===== src/rtl/cas_params.svh =====
// Purpose: offsets, field positions, resets and counts
// Assumes: included by bare name
// Notes:   definitions only
`ifndef CAS_PARAMS_SVH
`define CAS_PARAMS_SVH
// ----------------------------------------
// register offsets (byte addresses)
// ----------------------------------------
`define CAS_OFF_STATUS   12'h000
`define CAS_OFF_CTRL     12'h004
`define CAS_OFF_IRQ_STS  12'h008
`define CAS_OFF_IRQ_CLR  12'h00c
`define CAS_OFF_IRQ_EN   12'h010
// ----------------------------------------
// status bit positions and resets
// ----------------------------------------
`define CAS_BIT_LOS      1
`define CAS_BIT_LOL      2
`define CAS_BIT_FL       3
`define CAS_BIT_ALOS     4
`define CAS_STATUS_RST   8'h00
`define CAS_CTRL_RST     4'h0
// ----------------------------------------
// counts
// ----------------------------------------
`define CAS_DLOS_RUN     8'd160
`define CAS_DENS_WIN     6'd32
`define CAS_DENS_MIN     6'd11
`define CAS_FIFO_DEPTH   6'd32
`define CAS_FIFO_MID     6'd16
`define CAS_FIFO_MARGIN  6'd2
`define CAS_LOL_WIN      12'd2000
`define CAS_LOL_PPM      5000
`define CAS_LOL_TOL      12'd10
`endif


===== src/rtl/cas_pkg.sv =====
// Purpose: shared types of the channel alarm status block
// Assumes: nothing
// Notes:   constants live in cas_params.svh
package cas_pkg;
	typedef enum logic [1:0] {
		RATE_E3,
		RATE_DS3,
		RATE_STS1
	} cas_rate_t;

	// software control word
	typedef struct packed {
		logic      single_freq_mode;
		logic      ja_enable;
		cas_rate_t rate;
	} cas_ctrl_t;

	// line side pins, each a level from outside pclk
	typedef struct packed {
		logic amp_below_declare;
		logic amp_above_clear;
		logic rx_bit_tick;
		logic rx_pulse;
		logic ja_read_tick;
		logic e3_ref_clock_in;
		logic ds3_ref_clock_in;
		logic sts1_ref_clock_in;
		logic synth_ref_tick;
	} cas_line_t;

	typedef enum logic {
		DLOS_CLEAR,
		DLOS_DECLARED
	} cas_dlos_t;
endpackage


===== src/rtl/cas_top.sv =====
// Purpose: per-channel alarm status bits behind an APB slave
// Assumes: line pins are slow against pclk (40 MHz)
// Notes:   one instance per channel; status is read-only
//
// Local design decisions: the address map and the APB register port.
`timescale 1ns/1ps
`include "cas_params.svh"

module cas_top (
	input  wire logic              pclk,
	input  wire logic              presetn,
	input  wire logic              psel,
	input  wire logic              penable,
	input  wire logic              pwrite,
	input  wire logic [11:0]       paddr,
	input  wire logic [31:0]       pwdata,
	output logic [31:0]            prdata,
	output logic                   pready,
	output logic                   pslverr,
	input  wire cas_pkg::cas_line_t line,
	output logic                   irq
);
	import cas_pkg::*;

	localparam int NP = $bits(cas_line_t);

	// ----------------------------------------
	// pin synchronisers
	// ----------------------------------------
	logic [NP-1:0] s1_reg, s2_reg, s3_reg;
	logic [NP-1:0] filt_reg, filt_next, agree, rise;

	// a change counts once stages two and three agree
	assign agree     = ~(s2_reg ^ s3_reg);
	assign filt_next = (agree & s2_reg) | (~agree & filt_reg);
	assign rise      = filt_next & ~filt_reg;

	always_ff @(posedge pclk or negedge presetn) begin
		if (!presetn) begin
			s1_reg   <= '0;
			s2_reg   <= '0;
			s3_reg   <= '0;
			filt_reg <= '0;
		end else begin
			s1_reg   <= line;
			s2_reg   <= s1_reg;
			s3_reg   <= s2_reg;
			filt_reg <= filt_next;
		end
	end

	cas_line_t lv, le;
	assign lv = cas_line_t'(filt_next);
	assign le = cas_line_t'(rise);

	// ----------------------------------------
	// control register
	// ----------------------------------------
	cas_ctrl_t ctrl_reg;
	logic      dsx_rate;
	assign dsx_rate = (ctrl_reg.rate == RATE_DS3) ||
		(ctrl_reg.rate == RATE_STS1);

	// ----------------------------------------
	// analog loss with hysteresis
	// ----------------------------------------
	logic ana_reg, ana_next;

	// two thresholds stop the bit chattering near one level
	assign ana_next = !dsx_rate ? 1'b0 :
		lv.amp_below_declare ? 1'b1 :
		lv.amp_above_clear   ? 1'b0 : ana_reg;

	always_ff @(posedge pclk or negedge presetn) begin
		if (!presetn)
			ana_reg <= 1'b0;
		else
			ana_reg <= ana_next;
	end

	// ----------------------------------------
	// digital loss detector
	// ----------------------------------------
	cas_dlos_t  dst_reg, dst_next;
	logic [7:0] run_reg, run_next;
	logic [5:0] win_reg, win_next;
	logic [5:0] pls_reg, pls_next;
	logic       tick, hit;

	assign tick = le.rx_bit_tick & dsx_rate;
	assign hit  = lv.rx_pulse;

	// run counts empty bits; window measures pulse density
	always_comb begin
		dst_next = dst_reg;
		run_next = run_reg;
		win_next = win_reg;
		pls_next = pls_reg;
		case (dst_reg)
		DLOS_CLEAR: begin
			if (tick) begin
				run_next = hit ? 8'd0 : run_reg + 8'd1;
				if (!hit && run_next == `CAS_DLOS_RUN) begin
					dst_next = DLOS_DECLARED;
					win_next = 6'd0;
					pls_next = 6'd0;
				end
			end
		end
		DLOS_DECLARED: begin
			if (tick) begin
				win_next = win_reg + 6'd1;
				pls_next = pls_reg + {5'd0, hit};
				if (win_next == `CAS_DENS_WIN) begin
					win_next = 6'd0;
					pls_next = 6'd0;
					if (pls_reg + {5'd0, hit} >= `CAS_DENS_MIN) begin
						dst_next = DLOS_CLEAR;
						run_next = 8'd0;
					end
				end
			end
		end
		default: dst_next = DLOS_CLEAR;
		endcase
		if (!dsx_rate) begin
			dst_next = DLOS_CLEAR;
			run_next = 8'd0;
		end
	end

	always_ff @(posedge pclk or negedge presetn) begin
		if (!presetn) begin
			dst_reg <= DLOS_CLEAR;
			run_reg <= 8'd0;
			win_reg <= 6'd0;
			pls_reg <= 6'd0;
		end else begin
			dst_reg <= dst_next;
			run_reg <= run_next;
			win_reg <= win_next;
			pls_reg <= pls_next;
		end
	end

	// ----------------------------------------
	// jitter attenuator fill tracking
	// ----------------------------------------
	logic [5:0] fill_reg, fill_next;
	logic       wr, rd, fl_alarm;

	assign wr = le.rx_bit_tick && fill_reg != `CAS_FIFO_DEPTH;
	assign rd = le.ja_read_tick && fill_reg != 6'd0;

	// disabled attenuator recentres so re-enable starts safe
	assign fill_next = !ctrl_reg.ja_enable ? `CAS_FIFO_MID :
		fill_reg + {5'd0, wr} - {5'd0, rd};

	assign fl_alarm = ctrl_reg.ja_enable &&
		(fill_reg <= `CAS_FIFO_MARGIN ||
		 fill_reg >= `CAS_FIFO_DEPTH - `CAS_FIFO_MARGIN);

	always_ff @(posedge pclk or negedge presetn) begin
		if (!presetn)
			fill_reg <= `CAS_FIFO_MID;
		else
			fill_reg <= fill_next;
	end

	// ----------------------------------------
	// lock loss: count recovered vs reference
	// ----------------------------------------
	logic        ref_tick, win_end, lol_reg, lol_next;
	logic [11:0] rcnt_reg, ccnt_reg, diff;

	assign ref_tick = ctrl_reg.single_freq_mode ?
		le.synth_ref_tick :
		(ctrl_reg.rate == RATE_E3)  ? le.e3_ref_clock_in :
		(ctrl_reg.rate == RATE_DS3) ? le.ds3_ref_clock_in :
		le.sts1_ref_clock_in;
	assign win_end = ref_tick && rcnt_reg == `CAS_LOL_WIN - 12'd1;
	assign diff    = (ccnt_reg > `CAS_LOL_WIN) ?
		ccnt_reg - `CAS_LOL_WIN : `CAS_LOL_WIN - ccnt_reg;
	// 10 counts in 2000 is 5000 ppm; verdict once per window
	assign lol_next = win_end ? (diff >= `CAS_LOL_TOL) : lol_reg;

	always_ff @(posedge pclk or negedge presetn) begin
		if (!presetn) begin
			rcnt_reg <= 12'd0;
			ccnt_reg <= 12'd0;
			lol_reg  <= 1'b0;
		end else begin
			lol_reg  <= lol_next;
			if (win_end) begin
				rcnt_reg <= 12'd0;
				ccnt_reg <= {11'd0, le.rx_bit_tick};
			end else begin
				rcnt_reg <= rcnt_reg + {11'd0, ref_tick};
				if (ccnt_reg != 12'hfff)
					ccnt_reg <= ccnt_reg + {11'd0, le.rx_bit_tick};
			end
		end
	end

	// ----------------------------------------
	// status register
	// ----------------------------------------
	logic [7:0] stat_reg, stat_next;
	logic       dig;
	assign dig = (dst_reg == DLOS_DECLARED);

	always_comb begin
		stat_next = `CAS_STATUS_RST;
		stat_next[`CAS_BIT_ALOS] = ana_reg;
		stat_next[`CAS_BIT_FL]   = fl_alarm;
		stat_next[`CAS_BIT_LOL]  = lol_reg;
		stat_next[`CAS_BIT_LOS]  = ana_reg | dig;
	end

	always_ff @(posedge pclk or negedge presetn) begin
		if (!presetn)
			stat_reg <= `CAS_STATUS_RST;
		else
			stat_reg <= stat_next;
	end

	// ----------------------------------------
	// interrupts: rising alarms set sticky bits
	// ----------------------------------------
	logic [3:0] ev, isr_reg, isr_next, ien_reg, clr;

	assign ev = stat_next[4:1] & ~stat_reg[4:1];
	// a set in the clearing cycle wins
	assign isr_next = (isr_reg & ~clr) | ev;
	assign irq      = |(isr_reg & ien_reg);

	// ----------------------------------------
	// apb slave
	// ----------------------------------------
	logic        setup, wen, hit_sts, hit_ctl, hit_isr;
	logic        hit_clr, hit_ien, mapped;
	logic [31:0] rd_next;

	assign setup   = psel & ~penable;
	assign wen     = psel & penable & pwrite;
	assign hit_sts = paddr == `CAS_OFF_STATUS;
	assign hit_ctl = paddr == `CAS_OFF_CTRL;
	assign hit_isr = paddr == `CAS_OFF_IRQ_STS;
	assign hit_clr = paddr == `CAS_OFF_IRQ_CLR;
	assign hit_ien = paddr == `CAS_OFF_IRQ_EN;
	assign mapped  = hit_sts | hit_ctl | hit_isr | hit_clr | hit_ien;
	assign clr     = (wen & hit_clr) ? pwdata[3:0] : 4'h0;
	// no wait state: read data is latched in the setup cycle
	assign pready  = penable;
	assign pslverr = psel & penable & ~mapped;
	assign rd_next = hit_sts ? {24'd0, stat_next} :
		hit_ctl ? {28'd0, ctrl_reg} :
		hit_isr ? {28'd0, isr_next} :
		hit_ien ? {28'd0, ien_reg} : 32'd0;

	// status writes fall through untouched
	always_ff @(posedge pclk or negedge presetn) begin
		if (!presetn) begin
			ctrl_reg <= cas_ctrl_t'(`CAS_CTRL_RST);
			ien_reg  <= 4'h0;
			isr_reg  <= 4'h0;
			prdata   <= 32'd0;
		end else begin
			isr_reg <= isr_next;
			if (setup && !pwrite)
				prdata <= rd_next;
			if (wen && hit_ctl)
				ctrl_reg <= cas_ctrl_t'(pwdata[3:0]);
			if (wen && hit_ien)
				ien_reg <= pwdata[3:0];
		end
	end
endmodule


===== config.mk =====
export PLATFORM = sky130hd
export DESIGN_NAME = cas_top
export DESIGN_NICKNAME = d
export VERILOG_FILES = /design/src/rtl/cas_pkg.sv /design/src/rtl/cas_top.sv
export VERILOG_INCLUDE_DIRS = /design/src /design/src/rtl
export SDC_FILE = /design/constraint.sdc
export NUM_CORES = 1
export LEC_CHECK = 0
export BUFFER_PORTS_ARGS = -buffer_cell sky130_fd_sc_hd__buf_2
export CAP_MARGIN = 20
export CORE_ASPECT_RATIO = 0.5
export CORE_MARGIN = 2
export CORE_UTILIZATION = 60
export CTS_BUF_LIST = sky130_fd_sc_hd__clkbuf_8
export DETAILED_ROUTE_END_ITERATION = 6
export GPL_ROUTABILITY_DRIVEN = 1
export HOLD_SLACK_MARGIN = 0.15
export PLACE_DENSITY_LB_ADDON = 0.08
export SLEW_MARGIN = 20
export SYNTH_ARGS = -nofsm -noshare
export SYNTH_HDL_FRONTEND = slang
export SYNTH_SLANG_ARGS = --single-unit

===== constraint.sdc =====
create_clock -name pclk -period 5.5 [get_ports pclk]
set_input_delay 0.825 -clock pclk [delete_from_list [all_inputs] [get_ports pclk]]
set_output_delay 0.825 -clock pclk [all_outputs]
set_load 0.01 [all_outputs]

== After elaboration in Yosys (flattened, before gate mapping) ==
Cells that the tools add are included.

* ROM bits: 0
* Bits of input ports: 58
* Latch bits: 0
* Memories kept: 0
* Memory bits (writable): 0
* Register bits after elaboration: 137
* Logic and storage cells: 138

* Reductions and logical operators: 19
* Divide/modulo/power cells: 0
* Add/sub/neg operators: 9
* Multipliers: 0
* Equality and inequality tests: 19
* Bitwise operators: 28
* Shift operators: 0
* Magnitude comparators: 5
* Muxes and demuxes: 38

{| class="wikitable"
|+ Operators with widths
! kind !! count
|-
| 2-to-1 mux 12 bit || 4
|-
| 2-to-1 mux 8 bit || 6
|-
| 2-to-1 mux 6 bit || 7
|-
| adder 12 x 1 -> 12 bit || 2
|-
| equality test 12 x 4 -> 1 bit, second input constant || 2
|-
| case mux 6 bit (2 select lines) || 2
|-
| bitwise AND 9 bit || 2
|-
| NOT 9 bit || 2
|-
| 2-to-1 mux 4 bit || 4
|-
| case mux 8 bit (2 select lines) || 1
|-
| adder 6 x 1 -> 6 bit || 2
|-
| bitwise AND 4 bit || 3
|-
| equality test 12 x 11 -> 1 bit, second input constant || 1
|-
| equality test 12 x 3 -> 1 bit, second input constant || 1
|-
| equality test 12 x 5 -> 1 bit, second input constant || 1
|-
| greater-or-equal comparator 12 x 4 -> 1 bit, second input constant || 1
|-
| > comparator 12 x 11 -> 1 bit, second input constant || 1
|-
| logical NOT 12 bit || 1
|-
| 2-to-1 mux 1 bit || 12
|-
| inequality test 12 bit, second input constant || 1
|-
| subtractor 11 x 12 -> 12 bit, first input constant || 1
|-
| subtractor 12 x 11 -> 12 bit, second input constant || 1
|-
| inequality test 3 x 2 -> 1 bit, second input constant || 3
|-
| OR 9 bit || 1
|-
| other kinds (33) || 56
|}

== Logic depth before layout (Yosys ltp) ==
* Word-level depth: 12
* Depth in mapped cells: 16
* Mapped depth without buffers: 16

== Least setup slack after synthesis ==
No wires, ideal clock.

* Path type: reg-to-reg
* Start: reg s3_reg[5]
* End: reg run_reg[6]
* Path buffers: 0
* Stages on the path, launching flop included: 11
* Clock period less this slack: 2440 ps
* Slack: 3060 ps
* Arrival time: 2322 ps
* Cell sequence: dfrtp_1 -> maj3_2 -> ha_1 -> ha_1 -> xor2_1 -> a21oi_1 -> or2_2 -> a31oi_1 -> o21ai_0 -> and2_1 -> a21o_1

* Longest elaborated chain between the ends: 9
* Elaborated cells on any way between the ends: 14
* Those cells by class: add/sub: 1; order compare: 1; eq/ne: 1; mux: 4; bitwise: 6; reduce/logical: 1

{| class="wikitable"
|+ RTL lines
! element !! line !! RTL
|-
| start: declaration || cas_top.sv:30 || <nowiki>logic [NP-1:0] s1_reg, s2_reg, s3_reg;</nowiki>
|-
| start signal: assignment || cas_top.sv:47 || <nowiki>s3_reg <= s2_reg;</nowiki>
|-
| bitwise XOR 9 bit * || cas_top.sv:34 || <nowiki>assign agree = ~(s2_reg ^ s3_reg);</nowiki>
|-
| NOT 9 bit * || cas_top.sv:34 ||
|-
| NOT 9 bit || cas_top.sv:35 || <nowiki>assign filt_next = (agree & s2_reg) | (~agree & filt_reg);</nowiki>
|-
| bitwise AND 9 bit || cas_top.sv:35 ||
|-
| OR 9 bit * || cas_top.sv:35 ||
|-
| via filt_next[5] || cas_top.sv:31 || <nowiki>logic [NP-1:0] filt_reg, filt_next, agree, rise;</nowiki>
|-
| adder 6 x 1 -> 6 bit or 2-to-1 mux 8 bit (tied branches) || cas_top.sv:117, cas_top.sv:102 ||
|-
| greater-or-equal comparator 6 x 4 -> 1 bit (no source line) or 2-to-1 mux 8 bit (tied branches) || - ||
|-
| inequality test 3 x 2 -> 1 bit (no source line) or case mux 8 bit (2 select lines) (tied branches) || - ||
|-
| AND reduction 4 bit (no source line) or 2-to-1 mux 8 bit (tied branches) || - ||
|-
| end signal: assignment || cas_top.sv:140 || <nowiki>run_reg <= run_next;</nowiki>
|-
| end: declaration || cas_top.sv:85 || <nowiki>logic [7:0] run_reg, run_next;</nowiki>
|}

The timed path passes the listed nets; every way through them passes the cells marked *. The select of a mux whose other input is x is not followed.
A chain may end at the register's enable or synchronous reset.

== Worst setup path after layout ==
* Start: reg s2_reg[5]
* End: reg run_reg[6]

* Longest elaborated chain between the ends: 9
* Elaborated cells on any way between the ends: 14
* Those cells by class: add/sub: 1; order compare: 1; eq/ne: 1; mux: 4; bitwise: 6; reduce/logical: 1

{| class="wikitable"
|+ RTL lines
! element !! line !! RTL
|-
| start: declaration || cas_top.sv:30 ||
|-
| start signal: assignment || cas_top.sv:46 || <nowiki>s2_reg <= s1_reg;</nowiki>
|-
| bitwise XOR 9 bit || cas_top.sv:34 ||
|-
| NOT 9 bit || cas_top.sv:34 ||
|-
| NOT 9 bit || cas_top.sv:35 ||
|-
| bitwise AND 9 bit || cas_top.sv:35 ||
|-
| OR 9 bit * || cas_top.sv:35 ||
|-
| via filt_next[5] || cas_top.sv:31 ||
|-
| adder 6 x 1 -> 6 bit or 2-to-1 mux 8 bit (tied branches) || cas_top.sv:117, cas_top.sv:102 ||
|-
| greater-or-equal comparator 6 x 4 -> 1 bit (no source line) or 2-to-1 mux 8 bit (tied branches) || - ||
|-
| inequality test 3 x 2 -> 1 bit (no source line) or case mux 8 bit (2 select lines) (tied branches) || - ||
|-
| AND reduction 4 bit (no source line) or 2-to-1 mux 8 bit (tied branches) || - ||
|}

Marks and branches as above.

==> reports/results.ini <==
[sta]
setup_tns_ns = 0
tightest_slew_ns = 0.7183
finalSetupViolations = 0
setup_ws_ns = 2.673
finalMaxSlewViolations = 0
relSlewSlack = 0.5212
layout_min_cycle_time_ns = 2.827
final-hold-violation-count = 0
rsz0062_at_grt = no
max_freq_mhz = 353.7
finClkSkew_ns = 0.01467
period_share = 0.5140

[synthesis]
synthCells = 612
avgSynthCellArea_um2 = 9.674
synth_cell_types = 67
synth_area_mm2 = 0.005921
synth_flop_cell = dfrtp_1
synth_top_area_cell = dfrtp_1
synth.most_common_cell = dfrtp_1
synth_seq_cells = 110
yosys_warnings = 0
async_reset_ff_frac = 1.000
ys_seq_area_frac = 0.4651
netlist_top_cells_count = dfrtp_1, nand2_1, nor2_1
ys_top_cells_by_area = dfrtp_1, ha_1, nand2_1
synth_top_cell_area_share = 0.4607
synth-edff-count = 0

[hold_path]
holdCritStartpoint = s1_reg[2]$_DFF_PN0_
hold_class = register to register

[power]
worst_ir_drop_vdd_uv = 141.1
power_frac_comb = 0.158
switchingPower_uw = 487.6
p_leak_uw = 0.002874
power_density_mw_per_mm2 = 257.6
internal_power_uw = 1128
seq_power_share = 0.574
power.share.switching = 0.3018
clock_power_share = 0.268

[critical_path]
cp_max_fo = 6
path_delay_family = adder cells
slowest_delay_ns = 0.40
crit_path_frequent_cell = ha_1
critPathRequiredTime_ns = 5.76
crit_path_start = s2_reg[5]$_DFF_PN0_
cp-start-kind = register
arrival_ns = 3.09
path_class = register to register
slowest_stage = dfrtp_1
r2r-start = s2_reg[5]$_DFF_PN0_
cp-end-kind = register
timing.critical_path.buf_inv = 0
worstPathCellList = maj3_2 > ha_1 > ha_1 > xor2_1 > a21oi_1 > or2_2 > a31oi_1 > o21ai_0 > and2_1 > a21o_1

[cells_and_area]
antenna_cells = 0
drive_gt1_frac = 0.1192
utilization = 0.6595
syn_to_final_growth_pct = 5.917
final_cells = 781
finalNetCount = 732

[detailed_routing]
post_drt_wl_per_cell_um = 14.54
drt_iter0_drc = 312
drc = 0
routed_wl_um = 11360
vias = 4331
drt_first_pass_iters = 4
avgViaCountPerCell = 5.545
antenna_left = 0

[grt]
grt_max_degree = 58
antenna_found_initial = 0
grt_usage = 0.2278
first_global_vias = 4125
grt_pass1_wl_um = 19240
grt_remaining_overflow = 0

[floorplan]
start_util = 0.6226
rows = 25
pin_count = 93
dieArea_mm2 = 0.01073
dieHeight_um = 74.24
dieWidth_um = 144.5
core-area_mm2 = 0.009509

[clock_network]
path_clk_slew_ns = 0.10
clk_path_buf_depth = 2
post_cts_resized = 0
clock_sinks = 110
htree_levels = 3
cts_buffers = 9
post_cts_buffers = 0
cts-root-buf = clkbuf_8
holdBufCountCts = 0
cts_tree = yes
clock_latency_ns = 0.37

[place]
post-dp-hpwl_um = 8242
placed_cells_incl_taps = 766
globalplace.congestion = 0.8577
pre_cts_ws_ns = 2.668
portBuffers = 37

[run_status]
status = finished, final reports clean

[job]
drv_cap = 0

-- cells by family (layout without fill, tap and decap cells) --
| kind of cell | count (synthesis) | after routing | share of synthesized area |
|---|---|---|---|
| AO/OA/AOI/OAI | 126 | 126 | 0.1336 |
| XOR/XNOR | 28 | 28 | 0.04142 |
| adder cells (fa/ha/maj) | 38 | 38 | 0.07925 |
| buffers and inverters | 75 | 83 | 0.06784 |
| flip-flops | 110 | 110 | 0.4651 |
| multiplexers | 12 | 12 | 0.02261 |
| other | 1 | 27 | 0.0006334 |
| AND/OR/NAND/NOR | 222 | 222 | 0.1896 |
-- area by class of cell --
cell class,instances,area [µm²]
inverter,28,105.1
clock inverter,6,41.29
fill,788,3238
clock buffer,9,123.9
tap,135,168.9
timing repair buffer,40,210.2
sequential,110,2754
multi-input combinational,453,2868
-- worst reg2reg max path, cell delays in order (launching register included) --
cell and delay (ns):
dfrtp_1 0.40, maj3_2 0.37, ha_1 0.24, ha_1 0.24, xor2_1 0.16, a21oi_1 0.06, or2_2 0.27, a31oi_1 0.24
o21ai_0 0.27, and2_1 0.30, a21o_1 0.19
-- cell usage in the layout (no fill, tap or decap), types with 4 or more instances in the layout --
cell	count
inv_1	30
a31oi_1	11
mux2_2	11
xnor2_1	12
buf_2	36
nor2_1	58
xor2_1	16
and2_1	6
o21ai_0	30
clkbuf_8	9
nand3b_1	4
dfrtp_1	109
a22o_1	5
nand4_1	12
o21ai_1	5
conb_1	27
nor3b_1	5
a211oi_1	4
a21oi_1	33
nand3_1	21
nand2_1	59
nor3_1	12
nand4b_1	4
buf_4	4
maj3_1	5
ha_1	31
nor2b_1	8
a21o_1	7
and3_1	7
-- stage by stage --
step	cell area [µm²]	total power (µW)	hold WS [ns]
floorplan	6018	1124	0.3312
global placement	6106	1187	0.3322
detailed placement	6106	1195	0.3347
CTS	6271	1630	0.3576
global route	6271	1715	0.3696
finish	6271	1616	0.3551
-- power groups by stage --
stage	Clock, µW	Sequential [µW]	Combinational, µW
CTS	448	927	254
detailed placement	0	944	251
finish	433	927	255
floorplan	0	914	211
global placement	0	941	246
global route	482	939	294
-- worst paths after layout --
| check | to | slack [ns] | cells after the start |
|---|---|---|---|
| worst max-delay path | run_reg[6]$_DFFE_PN0P_ | 2.67 | 10 |
| worst min-delay path | s2_reg[2]$_DFF_PN0_ | 0.36 | 0 |
| worst max register to register | run_reg[6]$_DFFE_PN0P_ | 2.67 | 10 |
| worst min register to register | s2_reg[2]$_DFF_PN0_ | 0.36 | 0 |
| max in group asynchronous | rcnt_reg[9]$_DFF_PN0_ | 3.86 | 2 |
| min in group asynchronous | pls_reg[4]$_DFFE_PN0P_ | 0.49 | 1 |
-- layer usage --
metal / global-route usage / wire length [µm] / up-vias
met5: 0 / 0 / -
met4: 0.04639 / 48 / 0
met3: 0.05344 / 588 / 6
met2: 0.3734 / 5212 / 102
met1: 0.3182 / 5507 / 2070
li1: - / - / 2153
(Power assumes the default switching activity.)
